`config.mk`:
```
export PLATFORM = sky130hd
export DESIGN_NAME = timer_watchdog_unit
export DESIGN_NICKNAME = d
export VERILOG_FILES = /design/src/twm_pkg.sv /design/src/timer_watchdog_unit.sv
export SDC_FILE = /design/constraint.sdc
export NUM_CORES = 1
export LEC_CHECK = 0
export BUFFER_PORTS_ARGS = -buffer_cell sky130_fd_sc_hd__buf_2
export CAP_MARGIN = 25
export CELL_PAD_IN_SITES_DETAIL_PLACEMENT = 0
export CELL_PAD_IN_SITES_GLOBAL_PLACEMENT = 1
export CORE_MARGIN = 3
export CORE_UTILIZATION = 49
export CTS_BUF_LIST = sky130_fd_sc_hd__clkbuf_2
export CTS_CLUSTER_DIAMETER = 200
export DETAILED_ROUTE_END_ITERATION = 12
export GPL_TIMING_DRIVEN = 0
export PLACE_DENSITY_LB_ADDON = 0.1
export SLEW_MARGIN = 0
export SYNTH_ARGS = -nofsm -noshare
export SYNTH_HDL_FRONTEND = slang
export SYNTH_SLANG_ARGS = --single-unit
```
`constraint.sdc`:
```
create_clock -name clk -period 4.3 [get_ports clk]
set_input_delay 0.43 -clock clk [delete_from_list [all_inputs] [get_ports clk]]
set_output_delay 0.43 -clock clk [all_outputs]
set_load 0.01 [all_outputs]
```
`src/twm_pkg.sv`:
```
// What this block does
// - Prescaler divides by 1,2,4,8,16,32
// - All counting driven from slow clock
// - Timer is 16-bit down-counter on tick
// - Timer auto-reloads at zero
// - Zero pulse one tick; sets flag
// - Interrupt line gated by enable bit
// - Zero pulse exported to wake-up unit
// - New reload used at next reload
// - Restart reloads next tick, self-clears
// - Watchdog is 8-bit down-counter
// - Watchdog idle until count/match write
// - Started watchdog stops only on reset
// - Clock select: zero pulse or tick
// - Count write services when match off
// - Match 5Ch reloads stored count
// - Error on late or frequent service
// - Wrong match value raises error
// - Watchdog error resets the device
// - Locked register ignores writes, reads junk
// - Locks persist until device reset
// - Config holds selects and lock bits
// - Config clears at reset
// - Timer lock covers reload and control
`default_nettype none
package twm_pkg;
  // Register offsets
  localparam logic [3:0] off_config   = 4'h0;
  localparam logic [3:0] off_prescale = 4'h2;
  localparam logic [3:0] off_reload   = 4'h4;
  localparam logic [3:0] off_ctrl     = 4'h6;
  localparam logic [3:0] off_wd_count = 4'h8;
  localparam logic [3:0] off_wd_match = 4'hA;
  // Config field positions
  localparam int bit_lock_config   = 0;
  localparam int bit_lock_prescale = 1;
  localparam int bit_lock_timer    = 2;
  localparam int bit_lock_wd_count = 3;
  localparam int bit_wd_clock_sel  = 4;
  localparam int bit_match_enable  = 5;
  // Control/status field positions
  localparam int bit_irq_enable    = 0;
  localparam int bit_restart       = 1;
  localparam int bit_term_flag     = 2;
  // Values
  localparam logic [7:0]  wd_match_key   = 8'h5C;
  localparam logic [7:0]  config_reset   = 8'h00;
  localparam logic [2:0]  prescale_reset = 3'h0;
  localparam logic [15:0] reload_reset   = 16'hFFFF;
  localparam logic [7:0]  wd_count_reset = 8'hFF;
  localparam logic [15:0] junk_read      = 16'hDEAD;
  localparam int          max_select     = 5;
  // Watchdog state
  typedef enum logic {wd_idle, wd_running} wd_state_e;
  // Timer events grouped together
  typedef struct packed {
    logic tick;
    logic zero;
  } timer_event_s;
endpackage
`default_nettype wire

```
`src/timer_watchdog_unit.sv`:
```
// Implementation choices: the register addresses and strobed register access.
`timescale 1ns/100ps
`default_nettype none
module timer_watchdog_unit
  import twm_pkg::*;
(
  // Clock and reset
  input  wire logic        clk,
  input  wire logic        srst,
  // Slow clock from pin
  input  wire logic        slow_clock_in,
  // Register port
  input  wire logic [3:0]  addr,
  input  wire logic [15:0] wdata,
  input  wire logic        wr,
  input  wire logic        rd,
  output logic      [15:0] rdata,
  // Outputs
  output logic             timer_irq_line,
  output logic             timer_zero_pulse,
  output logic             wd_reset_out
);

  // Overview of the block as a whole:
  // The slow clock pin is sampled by the system clock.
  // Every counter steps on slow clock rises only.
  // No counter runs on its own free clock domain.
  // This keeps the unit a single clock design.
  // The prescaler counts slow clock rises.
  // A masked view of it yields the prescaled tick.
  // The periodic timer steps once per tick.
  // Its zero event feeds the flag and pulse.
  // The watchdog steps on tick or zero pulse.
  // Servicing reloads the watchdog counter.
  // Errors raise a one cycle reset request.
  // Locks in the config byte gate all writes except to the match register.
  // Locked reads return a fixed junk word.
  // Locks only clear on the block reset.
  // Software sees six word spaced offsets.
  // Unmapped offsets read back as zero.
  // The match register reads back as zero.
  // Read data stand for one cycle only.
  // Outside that cycle the read bus is zero.

  // Slow clock synchroniser
  // First stage may go metastable
  // Second stage is the first one read
  // Third stage only delays for edge detect
  logic sync_a;
  logic sync_b;
  logic sync_c;
  wire  slow_rise = sync_b & ~sync_c;

  // Registers
  logic [7:0]  twm_config;
  logic [2:0]  prescale_select;
  logic [15:0] timer_reload_value;
  logic        timer_irq_enable;
  logic        restart;
  logic        terminal_count_flag;
  logic [7:0]  wd_count_value;
  // Counters
  logic [4:0]  prescale_cnt;
  logic [15:0] timer_cnt;
  logic [7:0]  wd_cnt;
  wd_state_e   wd_state;
  logic        served;           // Service seen this watchdog period
  timer_event_s ev;
  logic        zero_pulse_hold;  // Pulse held for one tick period

  // Divisor decode
  // Select code N divides by two to the N
  // Mask picks the low prescaler bits
  // Tick fires when masked bits are all zero
  // Code zero gives a tick on every rise
  // Codes above five are refused at write
  // So the default branch is reached by code five only
  // It still gives the slowest divisor
  function automatic logic [4:0] div_mask(input logic [2:0] sel);
    case (sel)
      3'd0:    div_mask = 5'h00;
      3'd1:    div_mask = 5'h01;
      3'd2:    div_mask = 5'h03;
      3'd3:    div_mask = 5'h07;
      3'd4:    div_mask = 5'h0F;
      default: div_mask = 5'h1F;
    endcase
  endfunction

  // Lock views
  // Each lock bit is one config bit
  // Timer lock guards reload and control
  // The match register has no lock
  // Servicing by key works when all locked
  wire lk_cfg = twm_config[bit_lock_config];
  wire lk_pre = twm_config[bit_lock_prescale];
  wire lk_tmr = twm_config[bit_lock_timer];
  wire lk_wdc = twm_config[bit_lock_wd_count];
  wire match_en = twm_config[bit_match_enable];

  // Write decode, locks gate writes
  wire wr_cfg   = wr & (addr == off_config)   & ~lk_cfg;
  wire wr_pre   = wr & (addr == off_prescale) & ~lk_pre;
  wire wr_rel   = wr & (addr == off_reload)   & ~lk_tmr;
  wire wr_ctl   = wr & (addr == off_ctrl)     & ~lk_tmr;
  wire wr_wdc   = wr & (addr == off_wd_count) & ~lk_wdc;
  wire wr_match = wr & (addr == off_wd_match);

  // Tick and zero events
  // Tick is one system clock wide
  // Zero is a tick seen with count at zero
  // A pending restart hides the zero event
  // Restart reloads instead of reporting zero
  // Both events travel as one packed struct
  assign ev.tick = slow_rise & ((prescale_cnt & div_mask(prescale_select)) == 5'h00);
  assign ev.zero = ev.tick & (timer_cnt == 16'h0000) & ~restart;

  // Watchdog clock select
  wire wd_clk_ev = twm_config[bit_wd_clock_sel] ? ev.tick : ev.zero;

  // Service events
  // Count write services only when match is off
  // Key write services only when match is on
  // Wrong key with match on is an error
  // Key writes with match off only start an idle watchdog
  // Either register write starts the watchdog
  // Writes to a locked count do not start it
  wire svc_count = wr_wdc & ~match_en;
  wire svc_match = wr_match & match_en & (wdata[7:0] == wd_match_key);
  wire bad_match = wr_match & match_en & (wdata[7:0] != wd_match_key);
  wire service   = svc_count | svc_match;
  wire start_wd  = wr_wdc | wr_match;

  // Error sources
  // Late: watchdog event while count is zero
  // A service in the same cycle rescues it
  // Often: second service in one period
  // Period ends at the next watchdog event
  // Bad key counts only once running
  // Idle watchdog never raises an error
  wire err_late  = (wd_state == wd_running) & wd_clk_ev & (wd_cnt == 8'h00) & ~service;
  wire err_often = (wd_state == wd_running) & service & served;
  wire wd_error  = err_late | err_often | ((wd_state == wd_running) & bad_match);

  // Output pins
  assign timer_zero_pulse = zero_pulse_hold;
  assign timer_irq_line   = zero_pulse_hold & timer_irq_enable;

  // Synchroniser
  // Reset level matches the idle low pin
  // So no false rise follows reset
  // Rise seen about two clocks after pin
  always_ff @(posedge clk) begin
    if (srst) begin
      sync_a <= 1'b0;
      sync_b <= 1'b0;
      sync_c <= 1'b0;
    end else begin
      sync_a <= slow_clock_in;
      sync_b <= sync_a;
      sync_c <= sync_b;
    end
  end

  // Prescaler
  // Free running count of slow clock rises
  // Wraps after thirty two rises
  // Changing the select shifts tick phase once
  // Software should restart the timer after it
  always_ff @(posedge clk) begin
    if (srst) prescale_cnt <= 5'h00;
    else if (slow_rise) prescale_cnt <= prescale_cnt + 5'h01;
  end

  // Configuration, locks sticky
  always_ff @(posedge clk) begin
    if (srst) twm_config <= config_reset;
    else if (wr_cfg) twm_config <= {2'b00, wdata[5:4], twm_config[3:0] | wdata[3:0]};
  end

  // Prescale select
  always_ff @(posedge clk) begin
    if (srst) prescale_select <= prescale_reset;
    else if (wr_pre && wdata[2:0] <= 3'(max_select)) prescale_select <= wdata[2:0];
  end

  // Reload value; takes effect at next reload
  always_ff @(posedge clk) begin
    if (srst) timer_reload_value <= reload_reset;
    else if (wr_rel) timer_reload_value <= wdata;
  end

  // Control and status
  always_ff @(posedge clk) begin
    if (srst) begin
      timer_irq_enable    <= 1'b0;
      restart             <= 1'b0;
      terminal_count_flag <= 1'b0;
    end else begin
      if (wr_ctl) timer_irq_enable <= wdata[bit_irq_enable];
      if (ev.tick && restart) restart <= 1'b0;
      else if (wr_ctl && wdata[bit_restart]) restart <= 1'b1;
      // Set wins over write-one-to-clear
      if (ev.zero) terminal_count_flag <= 1'b1;
      else if (wr_ctl && wdata[bit_term_flag]) terminal_count_flag <= 1'b0;
    end
  end

  // Timer counter
  // Period is reload plus one ticks
  // Reload value is only read at reload
  // So a new value waits for the next zero or restart
  // Zero reload is refused by software rule
  // With zero reload the timer would stick
  always_ff @(posedge clk) begin
    if (srst) timer_cnt <= reload_reset;
    else if (ev.tick) begin
      if (restart || timer_cnt == 16'h0000) timer_cnt <= timer_reload_value;
      else timer_cnt <= timer_cnt - 16'h0001;
    end
  end

  // Zero pulse lasts one tick period
  always_ff @(posedge clk) begin
    if (srst) zero_pulse_hold <= 1'b0;
    else if (ev.tick) zero_pulse_hold <= ev.zero;
  end

  // Watchdog count register
  always_ff @(posedge clk) begin
    if (srst) wd_count_value <= wd_count_reset;
    else if (wr_wdc) wd_count_value <= wdata[7:0];
  end

  // Watchdog state and counter
  // Idle until first count or key write
  // Running has no path back to idle
  // Only the block reset leaves running
  // Counter holds at zero after expiry
  // Late errors then repeat every event
  // Served flag marks a service this period
  // Flag set wins over the period end
  always_ff @(posedge clk) begin
    if (srst) begin
      wd_state <= wd_idle;
      wd_cnt   <= wd_count_reset;
      served   <= 1'b0;
    end else begin
      case (wd_state)
        wd_idle: begin
          if (start_wd) begin
            wd_state <= wd_running;
            wd_cnt   <= wr_wdc ? wdata[7:0] : wd_count_value;
          end
        end
        wd_running: begin
          if (svc_count) wd_cnt <= wdata[7:0];
          else if (svc_match) wd_cnt <= wd_count_value;
          else if (wd_clk_ev && wd_cnt != 8'h00) wd_cnt <= wd_cnt - 8'h01;
          if (service) served <= 1'b1;
          else if (wd_clk_ev) served <= 1'b0;
        end
        default: wd_state <= wd_idle;
      endcase
    end
  end

  // Device reset request
  always_ff @(posedge clk) begin
    if (srst) wd_reset_out <= 1'b0;
    else wd_reset_out <= wd_error;
  end

  // Read mux; locked registers return junk
  // Junk is a fixed word, not live state
  // Hides the register from runaway code
  // Reserved bits read back as zero
  // Flag, restart and enable share one word
  logic [15:0] next_rdata;
  always_comb begin
    next_rdata = 16'h0000;
    case (addr)
      off_config:   next_rdata = lk_cfg ? junk_read : {8'h00, twm_config};
      off_prescale: next_rdata = lk_pre ? junk_read : {13'h0000, prescale_select};
      off_reload:   next_rdata = lk_tmr ? junk_read : timer_reload_value;
      off_ctrl:     next_rdata = lk_tmr ? junk_read :
                      {13'h0000, terminal_count_flag, restart, timer_irq_enable};
      off_wd_count: next_rdata = lk_wdc ? junk_read : {8'h00, wd_count_value};
      default:      next_rdata = 16'h0000;
    endcase
  end

  always_ff @(posedge clk) begin
    if (srst) rdata <= 16'h0000;
    else if (rd) rdata <= next_rdata;
    else rdata <= 16'h0000;
  end

endmodule // timer_watchdog_unit
`default_nettype wire

```
# Word level (Yosys, flattened, before mapping)
# Index checks and enable logic that the tools add are counted.
[totals] inputBits=25 ff_bits=88 out_inout_bits=19
[classes] n_bitwise=42 magnitude_cmp=1 add_sub_neg=3 reduce_logical=18 n_eq_ne=13 muxes=21
[ops] operator="$mux 16" n=6
[ops] operator="$pmux 16 s5" n=1
[ops] operator="$mux 8" n=5
[ops] operator="$and 1x1->1" n=26
[ops] operator="$pmux 5 s5" n=1
[ops] operator="$logic_not 16->1" n=1
[ops] operator="$pmux 8 s2" n=1
[ops] operator="$sub 16x1->16 const B" n=1
[ops] operator="$not 1->1" n=10
[ops] operator="$eq 4x3->1 const B" n=2
[ops] operator="$eq 4x4->1 const B" n=2
[ops] operator="$eq 8x7->1 const B" n=1
[ops] operator="$logic_not 8->1" n=1
[ops] operator="$ne 8x7->1 const B" n=1
[ops] operator="$reduce_bool 8->1" n=1
[ops] operator="$sub 8x1->8 const B" n=1
[ops] operator="$mux 1" n=7
[ops] operator="$eq 3x2->1 const B" n=2
[ops] operator="$add 5x1->5 const B" n=1
[ops] operator="$and 5x5->5" n=1
[ops] operator="$logic_and 1x1->1" n=5
[ops] operator="$logic_not 5->1" n=1
[ops] operator="$eq 4x2->1 const B" n=1
[ops] operator="$logic_not 4->1" n=1
[ops] operator="12 further kinds" n=18

# Longest topological paths before layout
# Gate-level depths: netlist of the first run.
[depth] word_depth=13 ltp_mapped=8

# Worst setup path before layout of the first run
# Ideal clock, no wire load.
[synth_path] path_kind="input to register" start="input wdata[2]" end="register wd_cnt[3]" path_stages=7 setup_time_ns=0.122 t_arrival_ns=2.203 path_buffers=2 setup_slack_ns=1.975 path_cell_list="buf_2 > or4b_1 > nor4_2 > o21ai_1 > o31a_1 > buf_6 > o32a_1"
[synth_via] elab_chain_cells=5
[synth_rtl] item="from (decl)" line="timer_watchdog_unit.sv:14" source="input wire logic [15:0] wdata,"
[synth_rtl] item="$eq 8x7->1 (*)" line="timer_watchdog_unit.sv:129" source="wire svc_match = wr_match & match_en & (wdata[7:0] == wd_match_key);"
[synth_rtl] item="$and 1x1->1 (*)" line="timer_watchdog_unit.sv:129"
[synth_rtl] item="$mux 8" line="timer_watchdog_unit.sv:258" source="else if (svc_match) wd_cnt <= wd_count_value;"
[synth_rtl] item="$mux 8" line="timer_watchdog_unit.sv:257" source="if (svc_count) wd_cnt <= wdata[7:0];"
[synth_rtl] item="$pmux 8 s2" line="timer_watchdog_unit.sv:249" source="case (wd_state)"
[synth_rtl] item="to (signal assigned)" line="timer_watchdog_unit.sv:257"
[synth_rtl] item="to (signal assigned)" line="timer_watchdog_unit.sv:258"
[synth_rtl] item="to (signal assigned)" line="timer_watchdog_unit.sv:259" source="else if (wd_clk_ev && wd_cnt != 8'h00) wd_cnt <= wd_cnt - 8'h01;"
[synth_rtl] item="to (decl)" line="timer_watchdog_unit.sv:65" source="logic [7:0] wd_cnt;"
# Mark *: on every way between the ends. The rest lies on a longest branch, timed or not.
# A chain may end at the register's enable or synchronous reset.

# Worst setup path after layout of the first run
[layout_path] start="register wd_cnt[2]" end="register wd_cnt[5]"
[layout_via] elab_chain_cells=5
[layout_rtl] item="from (signal assigned)" line="timer_watchdog_unit.sv:246" source="wd_cnt <= wd_count_reset;"
[layout_rtl] item="from (signal assigned)" line="timer_watchdog_unit.sv:253" source="wd_cnt <= wr_wdc ? wdata[7:0] : wd_count_value;"
[layout_rtl] item="from (signal assigned)" line="timer_watchdog_unit.sv:257"
[layout_rtl] item="$sub 8x1->8" line="timer_watchdog_unit.sv:259"
[layout_rtl] item="$mux 8" line="timer_watchdog_unit.sv:259"
[layout_rtl] item="$mux 8" line="timer_watchdog_unit.sv:258"
[layout_rtl] item="$mux 8" line="timer_watchdog_unit.sv:257"
[layout_rtl] item="$pmux 8 s2" line="timer_watchdog_unit.sv:249"
# Several ways; a longest one is shown, not always the timed one. The select of a mux whose other input is x is not followed.

==> impl_metrics.tcl, run 1 <==
set metrics [dict create \
    clk_path_buf_depth 2 \
    critical_path.top_delay_family "simple AND/OR/NAND/NOR gates" \
    grt_overflow 0 \
    syn_area_um2 4440 \
    grt_usage 0.260 \
    synth_mux_area_frac 0.0674 \
    cts_resized 0 \
    dp_hpwl_um 9730 \
    max_slew_margin 0.401 \
    outcome "completed" \
    rsz0062_at_grt "no" \
    ys_types 63 \
    nNetsFinal 622 \
    cts_buffers 9 \
    die_w_um 101 \
    cts_num_sinks 88 \
    wl_per_cell_um 18.6 \
    cts_tree "yes" \
    fin_cells 705 \
    hold_path_startpoint "wdata[9]" \
    hp-class "in -> reg" \
    die-area_um2 10200 \
    clock_latency_ns 0.58 \
    period_share 0.579 \
    r2r_setup_slack_ns 1.81 \
    synthAdderAreaFrac 0.0141 \
    core_area_um2 8760 \
    synthCells 542 \
    drive_above_1_share 0.147 \
    startpoint "wd_cnt[2]$_SDFFE_PP1P_" \
    worst_slew_pin_slew_ns 0.896 \
    yosys.area_share.simple 0.268 \
    critPathMaxStageDelay_ns 0.70 \
    start_util 0.506 \
    die_h_um 101 \
    n_fill_cell 868 \
    grt_pass1_vias 3974 \
    cp_cell_sequence "or4_1, or4b_2, nand2_1, o31a_1, buf_6, mux2_4" \
    final_util 0.558 \
    ir_drop_v 0.000149 \
    critPathLaunchType "flop" \
    max_cap_viol_count 0 \
    rows 34 \
    diodes 0 \
    setup_ws_ns 1.81 \
    p_per_area_nw_per_um2 286 \
    placed_cells 688 \
    synth-compound-area-share 0.199 \
    ctsRootBufferMaster "clkbuf_2" \
    r2r_start "wd_cnt[2]$_SDFFE_PP1P_" \
    gp_congestion 0.892 \
    synth_top_family_by_area "simple AND/OR/NAND/NOR gates" \
    antenna_found_initial 0 \
    ys_seq_area_frac 0.397 \
    synth-seq-cells 88 \
    fin_tns_setup_ns 0 \
    cp_num_buf_inv 1 \
    grt_pass1_wl_um 20900 \
    ios 44 \
    fin_crit_ns 2.49 \
    crit_path_end_kind "flop" \
    crit_slowest_cell "or4b_2" \
    grt_max_degree 19 \
    clk_pin_slew_ns 0.29 \
    setup_viol 0 \
    synthFlopType "dfxtp_1" \
    syn_area_per_cell_um2 8.19 \
    crit_fanout 8 \
    wl_um 13100 \
    synth_edf_count 0 \
    yosysWarnings 0 \
    synth_xor_area_frac 0.00987 \
    via_per_inst 6.10 \
    port_buffers 38 \
    required_ns 4.81 \
    seq_area_um2 1760 \
    arrival_ns 3.00 \
    htreeDepth 3 \
    hold_viol 0 \
    firstDrtPassIters 5 \
    finClkSkew_ns 0.0389 \
    post-place-ws_ns 1.45 \
    area_growth_pct 10.1 \
    worstSetupPathType "reg -> reg" \
    maxSlewViolCount 0 \
    syn_nets 572 \
    drc_errors 0 \
    synth-async-reset-ratio 0 \
    drtIter0Drc 284 \
    dr_total_vias 4297 \
    ant_nets 0 \
    multiInputGateArea_um2 2480 \
    power_leakage_nw 1.92 \
    clock.fmax_mhz 402 \
]
[logic make-up (layout without fill, tap and decap cells)]
logic type / Yosys count / in the layout
DFF: 88 / 88
buffers and inverters: 49 / 104
AOI/OAI and AO/OA: 134 / 134
muxes: 28 / 28
xor gates and xnor gates: 5 / 5
adders and majority gates: 5 / 5
and+or+nand+nor: 233 / 233
[sequential cells by signal, summed over array words and instances, names as in the netlist, 3 cells and up]
| signal | flops |
|---|---|
| twm_config | 6 |
| wd_cnt | 8 |
| wd_count_value | 8 |
| prescale_select | 3 |
| prescale_cnt | 5 |
| timer_reload_value | 16 |
| rdata | 16 |
| timer_cnt | 16 |
[worst reg2reg max path: cells and delay by family (launching register included)]
kind	cells	cell delay (ns)
AO/OA/AOI/OAI	1	0.14
buffers and inverters	1	0.14
multiplexers	1	0.30
AND/OR/NAND/NOR	3	1.41
flip-flops	1	0.43
[placed cells by master (no fill, tap or decap), types with 5 or more instances in the layout]
master and instances:
a22oi_1 13, nor4_1 8, mux2_2 6, nor2b_1 9, nand4b_1 5, ha_1 5, a21oi_1 28, o21ai_0 39
dfxtp_1 88, nand3_1 23, inv_1 12, nor3_1 12, buf_2 42, clkbuf_1 28, clkbuf_2 10, and2_1 5
nor2_1 56, nand2_1 70, or2_2 6, or4_1 7, a221o_1 5, mux2i_1 19, o211ai_1 11
[worst paths after layout]
check / cells past startpoint / to
worst max register to register: 6 / wd_cnt[5]$_SDFFE_PP1P_
worst min-delay path: 3 / timer_reload_value[9]$_SDFFE_PP1P_
worst max-delay path: 6 / wd_cnt[5]$_SDFFE_PP1P_
worst min register to register: 1 / sync_b$_SDFF_PP0_
[cell type report]
cell class | count | share of cell area
buffer | 37 | 0.0312
clock buffer | 9 | 0.00922
clock inverter | 7 | 0.0141
inverter | 12 | 0.00922
multi-input combinational | 405 | 0.507
sequential | 88 | 0.361
tap | 108 | 0.0277
timing repair buffer | 39 | 0.0410
[cells in the mapped netlist, drive strengths merged (4+ instances only)]
| library cell | count | area share |
|---|---|---|
| nand3b | 4 | 0.0068 |
| o221a | 4 | 0.010 |
| a221o | 5 | 0.011 |
| o31ai | 4 | 0.0068 |
| o211ai | 11 | 0.019 |
| nor3 | 12 | 0.014 |
| nor4b | 4 | 0.0093 |
| a31oi | 4 | 0.0056 |
| and2 | 5 | 0.0071 |
| nor4 | 10 | 0.019 |
| nand2 | 70 | 0.059 |
| and3 | 4 | 0.0056 |
| buf | 8 | 0.0096 |
| or2 | 6 | 0.0085 |
| nor2 | 56 | 0.047 |
| nand4b | 5 | 0.0099 |
| ha | 5 | 0.014 |
| a22oi | 13 | 0.022 |
| mux2i | 19 | 0.043 |
| dfxtp | 88 | 0.40 |
| clkbuf | 29 | 0.025 |
| xor2 | 4 | 0.0079 |
| a21oi | 30 | 0.036 |
| inv | 12 | 0.010 |
| mux2 | 9 | 0.025 |
| or4 | 7 | 0.012 |
| or3 | 4 | 0.0056 |
| nand3 | 23 | 0.026 |
| nor2b | 9 | 0.013 |
| o21ai | 40 | 0.045 |
[power by group]
group	switching [mW]	internal [mW]	leakage (nW)
clock network	0.336	0.0959	0.0724
logic	0.0803	0.0428	1.13
registers	0.0128	0.832	0.713
total	0.429	0.970	1.92
[per-layer routing]
| layer | vias up | part of all wire | wire (µm) | track usage |
|---|---|---|---|---|
| li1 | 2070 | - | - | - |
| met1 | 2054 | 0.48 | 6280 | 0.383 |
| met2 | 152 | 0.44 | 5700 | 0.388 |
| met3 | 21 | 0.067 | 872 | 0.0455 |
| met4 | 0 | 0.017 | 229 | 0.0818 |
| met5 | - | 0 | 0 | 0 |
[repair_timing]
item / 4_1_cts / 5_1_grt
setup buffers: 0 / 0
hold buffers: 0 / 1
hold endpoints to repair: 0 / 1
[through the flow]
step	power [mW]	area, µm²	hold slack, ns
after global placement	0.978	4760	0.438
after detailed placement	0.979	4760	0.434
after floorplan	0.931	4440	0.414
final	1.40	4890	0.0389
after CTS	1.40	4880	0.0180
after global routing	1.45	4890	0.000831
Power figures use the tool's default switching activity.
==> inputs of run 2 (changes only) <==
- CORE_UTILIZATION: 49 -> 46
- clock period: 4.3 -> 2.6 ns (I/O delays scaled with it)
==> run 2 against run 1 <==
Die area up 6.1%. Largest cell class unchanged. Total power grew 67%. Count of clock-buffer cells in the layout unchanged. Clock skew grew 0.016 ns. Non-clock buffer count is 17 higher. Via count is 0.42% lower. Sequential power rose by 66%. Worst setup slack worse by 1.7 ns. First-iteration DRC count decreased by 11%. Clock power is 66% higher. Hold slack improved by 0.022 ns. Routed wire length up 2.5%.
==> impl_metrics.tcl, run 2 (synthesis results as in run 1) <==
set metrics [dict create \
    clk_pin_slew_ns 0.28 \
    die_w_um 104 \
    drive_above_1_share 0.147 \
    holdPathStages 3 \
    endpoint "wd_cnt[5]$_SDFFE_PP1P_" \
    reg_top3 "rdata: 16 flops, timer_cnt: 16 flops, timer_reload_value: 16 flops" \
    ir_drop_v 0.000269 \
    power_frac_comb 0.097 \
    firstDrtPassIters 5 \
    clock.fmax_mhz 399 \
    outcome "completed" \
    required_ns 3.08 \
    final_common_cell "dfxtp_1" \
    grt_usage 0.250 \
    postCtsSetupRepairBufs 0 \
    arrival_ns 2.98 \
    area_growth_pct 15.0 \
    crit_path_end_kind "flop" \
    setup_viol 0 \
    p_sw_frac 0.308 \
    cts_tree "yes" \
    gp_congestion 0.909 \
    power_leakage_nw 2.00 \
    multiInputGateArea_um2 2490 \
    r2r_end "wd_cnt[5]$_SDFFE_PP1P_" \
    htreeDepth 3 \
    ios 44 \
    critPathMaxStageDelay_ns 0.67 \
    hold_viol 0 \
    post-place-ws_ns -0.0884 \
    ctsRootBufferMaster "clkbuf_2" \
    port_buffers 38 \
    cts_buffers 9 \
    critPathLaunchType "flop" \
    fin_cells 743 \
    final_util 0.547 \
    start_util 0.476 \
    clk_path_buf_depth 2 \
    post-route-cell-area_um2 5100 \
    wl_per_cell_um 18.1 \
    drc_errors 0 \
    dr_total_vias 4279 \
    fin_tns_setup_ns 0 \
    n_fill_cell 924 \
    grt_pass1_wl_um 21600 \
    startpoint "wd_cnt[2]$_SDFFE_PP1P_" \
    switchingPower_uw 720 \
    final_cell_mix "dfxtp_1, nand2_1, nor2_1, buf_2, o21ai_0" \
    p_seq_frac 0.596 \
    dpl_cell_area_um2 4790 \
    hp-class "in -> reg" \
    p_total_mw 2.34 \
    cts_num_sinks 88 \
    setup_ws_ns 0.0928 \
    diodes 0 \
    finClkSkew_ns 0.0546 \
    grt_pass1_vias 4093 \
    grt_overflow 0 \
    via_per_inst 5.76 \
    worstSetupPathType "reg -> reg" \
    die-area_um2 10900 \
    dp_hpwl_um 9680 \
    fin_crit_ns 2.51 \
    p_per_area_nw_per_um2 459 \
    rsz0062_at_grt "no" \
    die_h_um 104 \
    wl_um 13400 \
    placed_cells 709 \
    rr_worst_depth 6 \
    crit_fanout 8 \
    seq_area_um2 1760 \
    max_slew_margin 0.423 \
    grt_max_degree 19 \
    r2r_setup_slack_ns 0.09 \
    cp_cell_sequence "or4_1, or4b_2, nand2_1, o31a_1, buf_6, mux2_4" \
    power.internal_mw 1.62 \
    critical_path.top_delay_family "simple AND/OR/NAND/NOR gates" \
    worst_slew_pin_slew_ns 0.854 \
    drtIter0Drc 254 \
    pwr-share-clk 0.306 \
    antenna_found_initial 0 \
    r2r_start "wd_cnt[2]$_SDFFE_PP1P_" \
    ant_nets 0 \
    max_cap_viol_count 0 \
    timing.hold.ws_ns 0.0612 \
    rows 35 \
    clock_latency_ns 0.60 \
    maxSlewViolCount 0 \
    cp.depth 6 \
    cp_num_buf_inv 1 \
    crit_slowest_cell "or4b_2" \
    nNetsFinal 639 \
    period_share 0.964 \
    core_area_um2 9330 \
]
[run 2: cell count changes in the layout (fill, tap and decap cells not counted)]
cell and delta:
clkbuf_1 -1, clkbuf_2 +1, clkinv_4 -2, clkinv_8 +1
clkinvlp_4 +1, dlygate4sd3_1 +17, inv_6 +1, inv_8 -1
nor3_1 -1, nor3_2 +1, nor4_2 -1, nor4_4 +1
[run 2: power groups by stage]
| stage | clock (mW) | sequential [mW] | combinational [mW] |
|---|---|---|---|
| 3_3_place_gp | 0 | 1.42 | 0.200 |
| 3_5_place_dp | 0 | 1.42 | 0.202 |
| 5_1_grt | 0.788 | 1.40 | 0.250 |
| 6_report | 0.718 | 1.40 | 0.227 |
| 2_1_floorplan | 0 | 1.41 | 0.128 |
| 4_1_cts | 0.725 | 1.40 | 0.223 |
[run 2: worst min path at each step]
| stage | start | end | slack, ns |
|---|---|---|---|
| after floorplan | wdata[5] | timer_reload_value[5]$_SDFFE_PP1P_ | 0.38 |
| after global routing | srst | wd_cnt[6]$_SDFFE_PP1P_ | 0.05 |
| final | srst | wd_cnt[6]$_SDFFE_PP1P_ | 0.06 |
| after CTS | wdata[0] | prescale_select[0]$_SDFFE_PP0P_ | 0.007 |
| after global placement | sync_a$_SDFF_PP0_ | sync_b$_SDFF_PP0_ | 0.43 |
| after detailed placement | sync_a$_SDFF_PP0_ | sync_b$_SDFF_PP0_ | 0.43 |
[run 2: cell type report]
cell class              count  area share
inverters                  12     0.00883
clock inverters             7      0.0142
multi-input cells         405       0.488
plain buffers              37      0.0302
well taps                 129      0.0316
repair buffers             56      0.0726
flip-flops and latches     88       0.345
clock buffers               9     0.00883
[run 2: repair_timing]
item	CTS	global route
hold endpoints to repair	25	2
hold buffers	17	1
endpoints found under the setup margin	0	4
resized for setup	0	4
[run 2: worst reg2reg max path: cells and delay by family (launching register included)]
kind,cells,cell delay [ns]
AOI/OAI and AO/OA,1,0.14
buffers and inverters,1,0.15
DFF,1,0.43
muxes,1,0.30
and+or+nand+nor,3,1.38
[run 2: layer usage]
layer / share of wire / vias to the layer above / global-route usage
met1: 0.50 / 2052 / 0.370
met4: 0.016 / 0 / 0.0674
li1: - / 2100 / -
met3: 0.046 / 18 / 0.0416
met5: 0 / - / 0
met2: 0.44 / 109 / 0.377
==> inputs of run 3 (changes only) <==
- CORE_UTILIZATION: 46 -> 35
==> run 3 against run 2 <==
Non-clock buffer count is 1 higher. Register-to-register slack worse by 0.03 ns. Largest power group unchanged. Worst setup slack worse by 0.027 ns. Flip-flop and latch count stayed put. Core utilization is 13 points lower. Sequential share of layout area is 0.17 points lower. Critical path depth is 1 higher.
==> impl_metrics.tcl, run 3 (synthesis results as in run 1) <==
set metrics [dict create \
    outcome "completed" \
    startpoint "timer_cnt[2]$_SDFFE_PP1N_" \
    clk_pin_slew_ns 0.26 \
    cts_num_sinks 88 \
    rows 40 \
    ctsRootBufferMaster "clkbuf_2" \
    critPathLaunchType "flop" \
    dr_total_vias 4276 \
    clock_latency_ns 0.62 \
    clock.fmax_mhz 395 \
    max_cap_viol_count 0 \
    finClkSkew_ns 0.0414 \
    clk_path_buf_depth 2 \
    hold_viol 0 \
    critPathMaxStageDelay_ns 0.53 \
    wl_um 14300 \
    max_slew_margin 0.364 \
    cp_cell_sequence "or4_1, buf_2, nor4_4, a21oi_2, o31a_1, buf_6, o32a_1" \
    grt_pass1_vias 4091 \
    start_util 0.363 \
    critical_path.top_delay_family "compound AO/OA/AOI/OAI gates" \
    cts_buffers 9 \
    diodes 0 \
    crit_slowest_cell "or4_1" \
    hold_path_startpoint "addr[2]" \
    ios 44 \
    drive_above_1_share 0.145 \
    setup_viol 0 \
    p_total_mw 2.29 \
    crit_path_end_kind "flop" \
    grt_overflow 0 \
    area_growth_pct 15.5 \
    nNetsFinal 640 \
    die_w_um 119 \
    gp_congestion 0.876 \
    core_area_um2 12200 \
    final_common_cell "dfxtp_1" \
    dpl_cell_area_um2 4840 \
    r2r_start "timer_cnt[2]$_SDFFE_PP1N_" \
    cts_tree "yes" \
    via_per_inst 5.46 \
    p_per_area_nw_per_um2 447 \
    worst_slew_pin_slew_ns 0.947 \
    grt_max_degree 16 \
    htreeDepth 3 \
    post-route-cell-area_um2 5130 \
    power_leakage_nw 1.99 \
    die-area_um2 14100 \
    ir_drop_v 0.000329 \
    dp_hpwl_um 10500 \
    port_buffers 38 \
    required_ns 3.14 \
    crit_fanout 8 \
    arrival_ns 3.08 \
    firstDrtPassIters 5 \
    grt_usage 0.207 \
    rsz0062_at_grt "no" \
    drc_errors 0 \
    die_h_um 119 \
    ant_nets 0 \
    maxSlewViolCount 0 \
    hp-class "in -> reg" \
    worstSetupPathType "reg -> reg" \
    period_share 0.975 \
    drtIter0Drc 391 \
    antenna_found_initial 0 \
    final_cell_mix "dfxtp_1, nand2_1, nor2_1, buf_2, o21ai_0" \
    reg_top3 "rdata: 16 flops, timer_cnt: 16 flops, timer_reload_value: 16 flops" \
    fin_crit_ns 2.53 \
    wl_per_cell_um 18.3 \
    grt_pass1_wl_um 22800 \
    cp_num_buf_inv 2 \
]
[run 3: changes by cell type in the layout (fill, tap and decap cells not counted), sizes merged]
cell	change
clkinv	+1
inv	-3
dlygate4sd3	+1
clkbuf	+2
[run 3: metal layers]
layer | share of wire | GRT usage | vias up
met1 | 0.48 | 0.286 | 2063
met3 | 0.046 | 0.0507 | 15
met4 | 0.014 | 0.0543 | 0
met5 | 0 | 0 | -
li1 | - | - | 2102
met2 | 0.46 | 0.323 | 96
[run 3: tightest hold or removal path, stage by stage]
cell     delay [ns]
buf_2          0.15
nor4b_1        0.12
o21ai_0        0.09
a21oi_1        0.09
[run 3: metrics by stage]
| step | hold WS, ns | utilization | setup slack (ns) | setup TNS [ns] | std cells |
|---|---|---|---|---|---|
| global placement | 0.439 | 0.396 | -0.162 | -2.14 | 748 |
| floorplan | 0.384 | - | 0.307 | 0 | 542 |
| CTS | 0.0535 | 0.420 | 0.0844 | 0 | 783 |
| detailed placement | 0.443 | 0.396 | -0.147 | -1.80 | 748 |
| global route | 0.0538 | 0.420 | 0.00433 | 0 | 783 |
| finish | 0.122 | 0.420 | 0.0663 | 0 | 783 |
[run 3: worst paths after layout]
check	cells past startpoint	slack (ns)	to
worst max-delay path	7	0.07	wd_cnt[4]$_SDFFE_PP1P_
worst min-delay path	4	0.12	rdata[2]$_SDFF_PP0_
worst max register to register	7	0.07	wd_cnt[4]$_SDFFE_PP1P_
worst min register to register	1	0.48	sync_c$_SDFF_PP0_
[run 3: repair_timing]
item                       4_1_cts  5_1_grt
hold endpoints to repair        34        0
gates resized for setup          0        2
buffers inserted                 0        0
setup endpoints to repair        0        1
hold buffers                    19        0
[run 3: area by class of cell]
cell class	count	area, µm²
Fill cell	1285	7090
Multi-Input combinational cell	405	2480
Sequential cell	88	1760
Timing Repair Buffer	57	380
Tap cell	168	210
Buffer	37	154
Clock buffer	11	55.1
Inverter	12	45.0
Clock inverter	5	42.5
[run 3: report_power, final]
part / internal, mW / switching, mW / total [mW]
logic: 0.0886 / 0.141 / 0.230
clock network: 0.143 / 0.522 / 0.665
registers: 1.37 / 0.0209 / 1.40
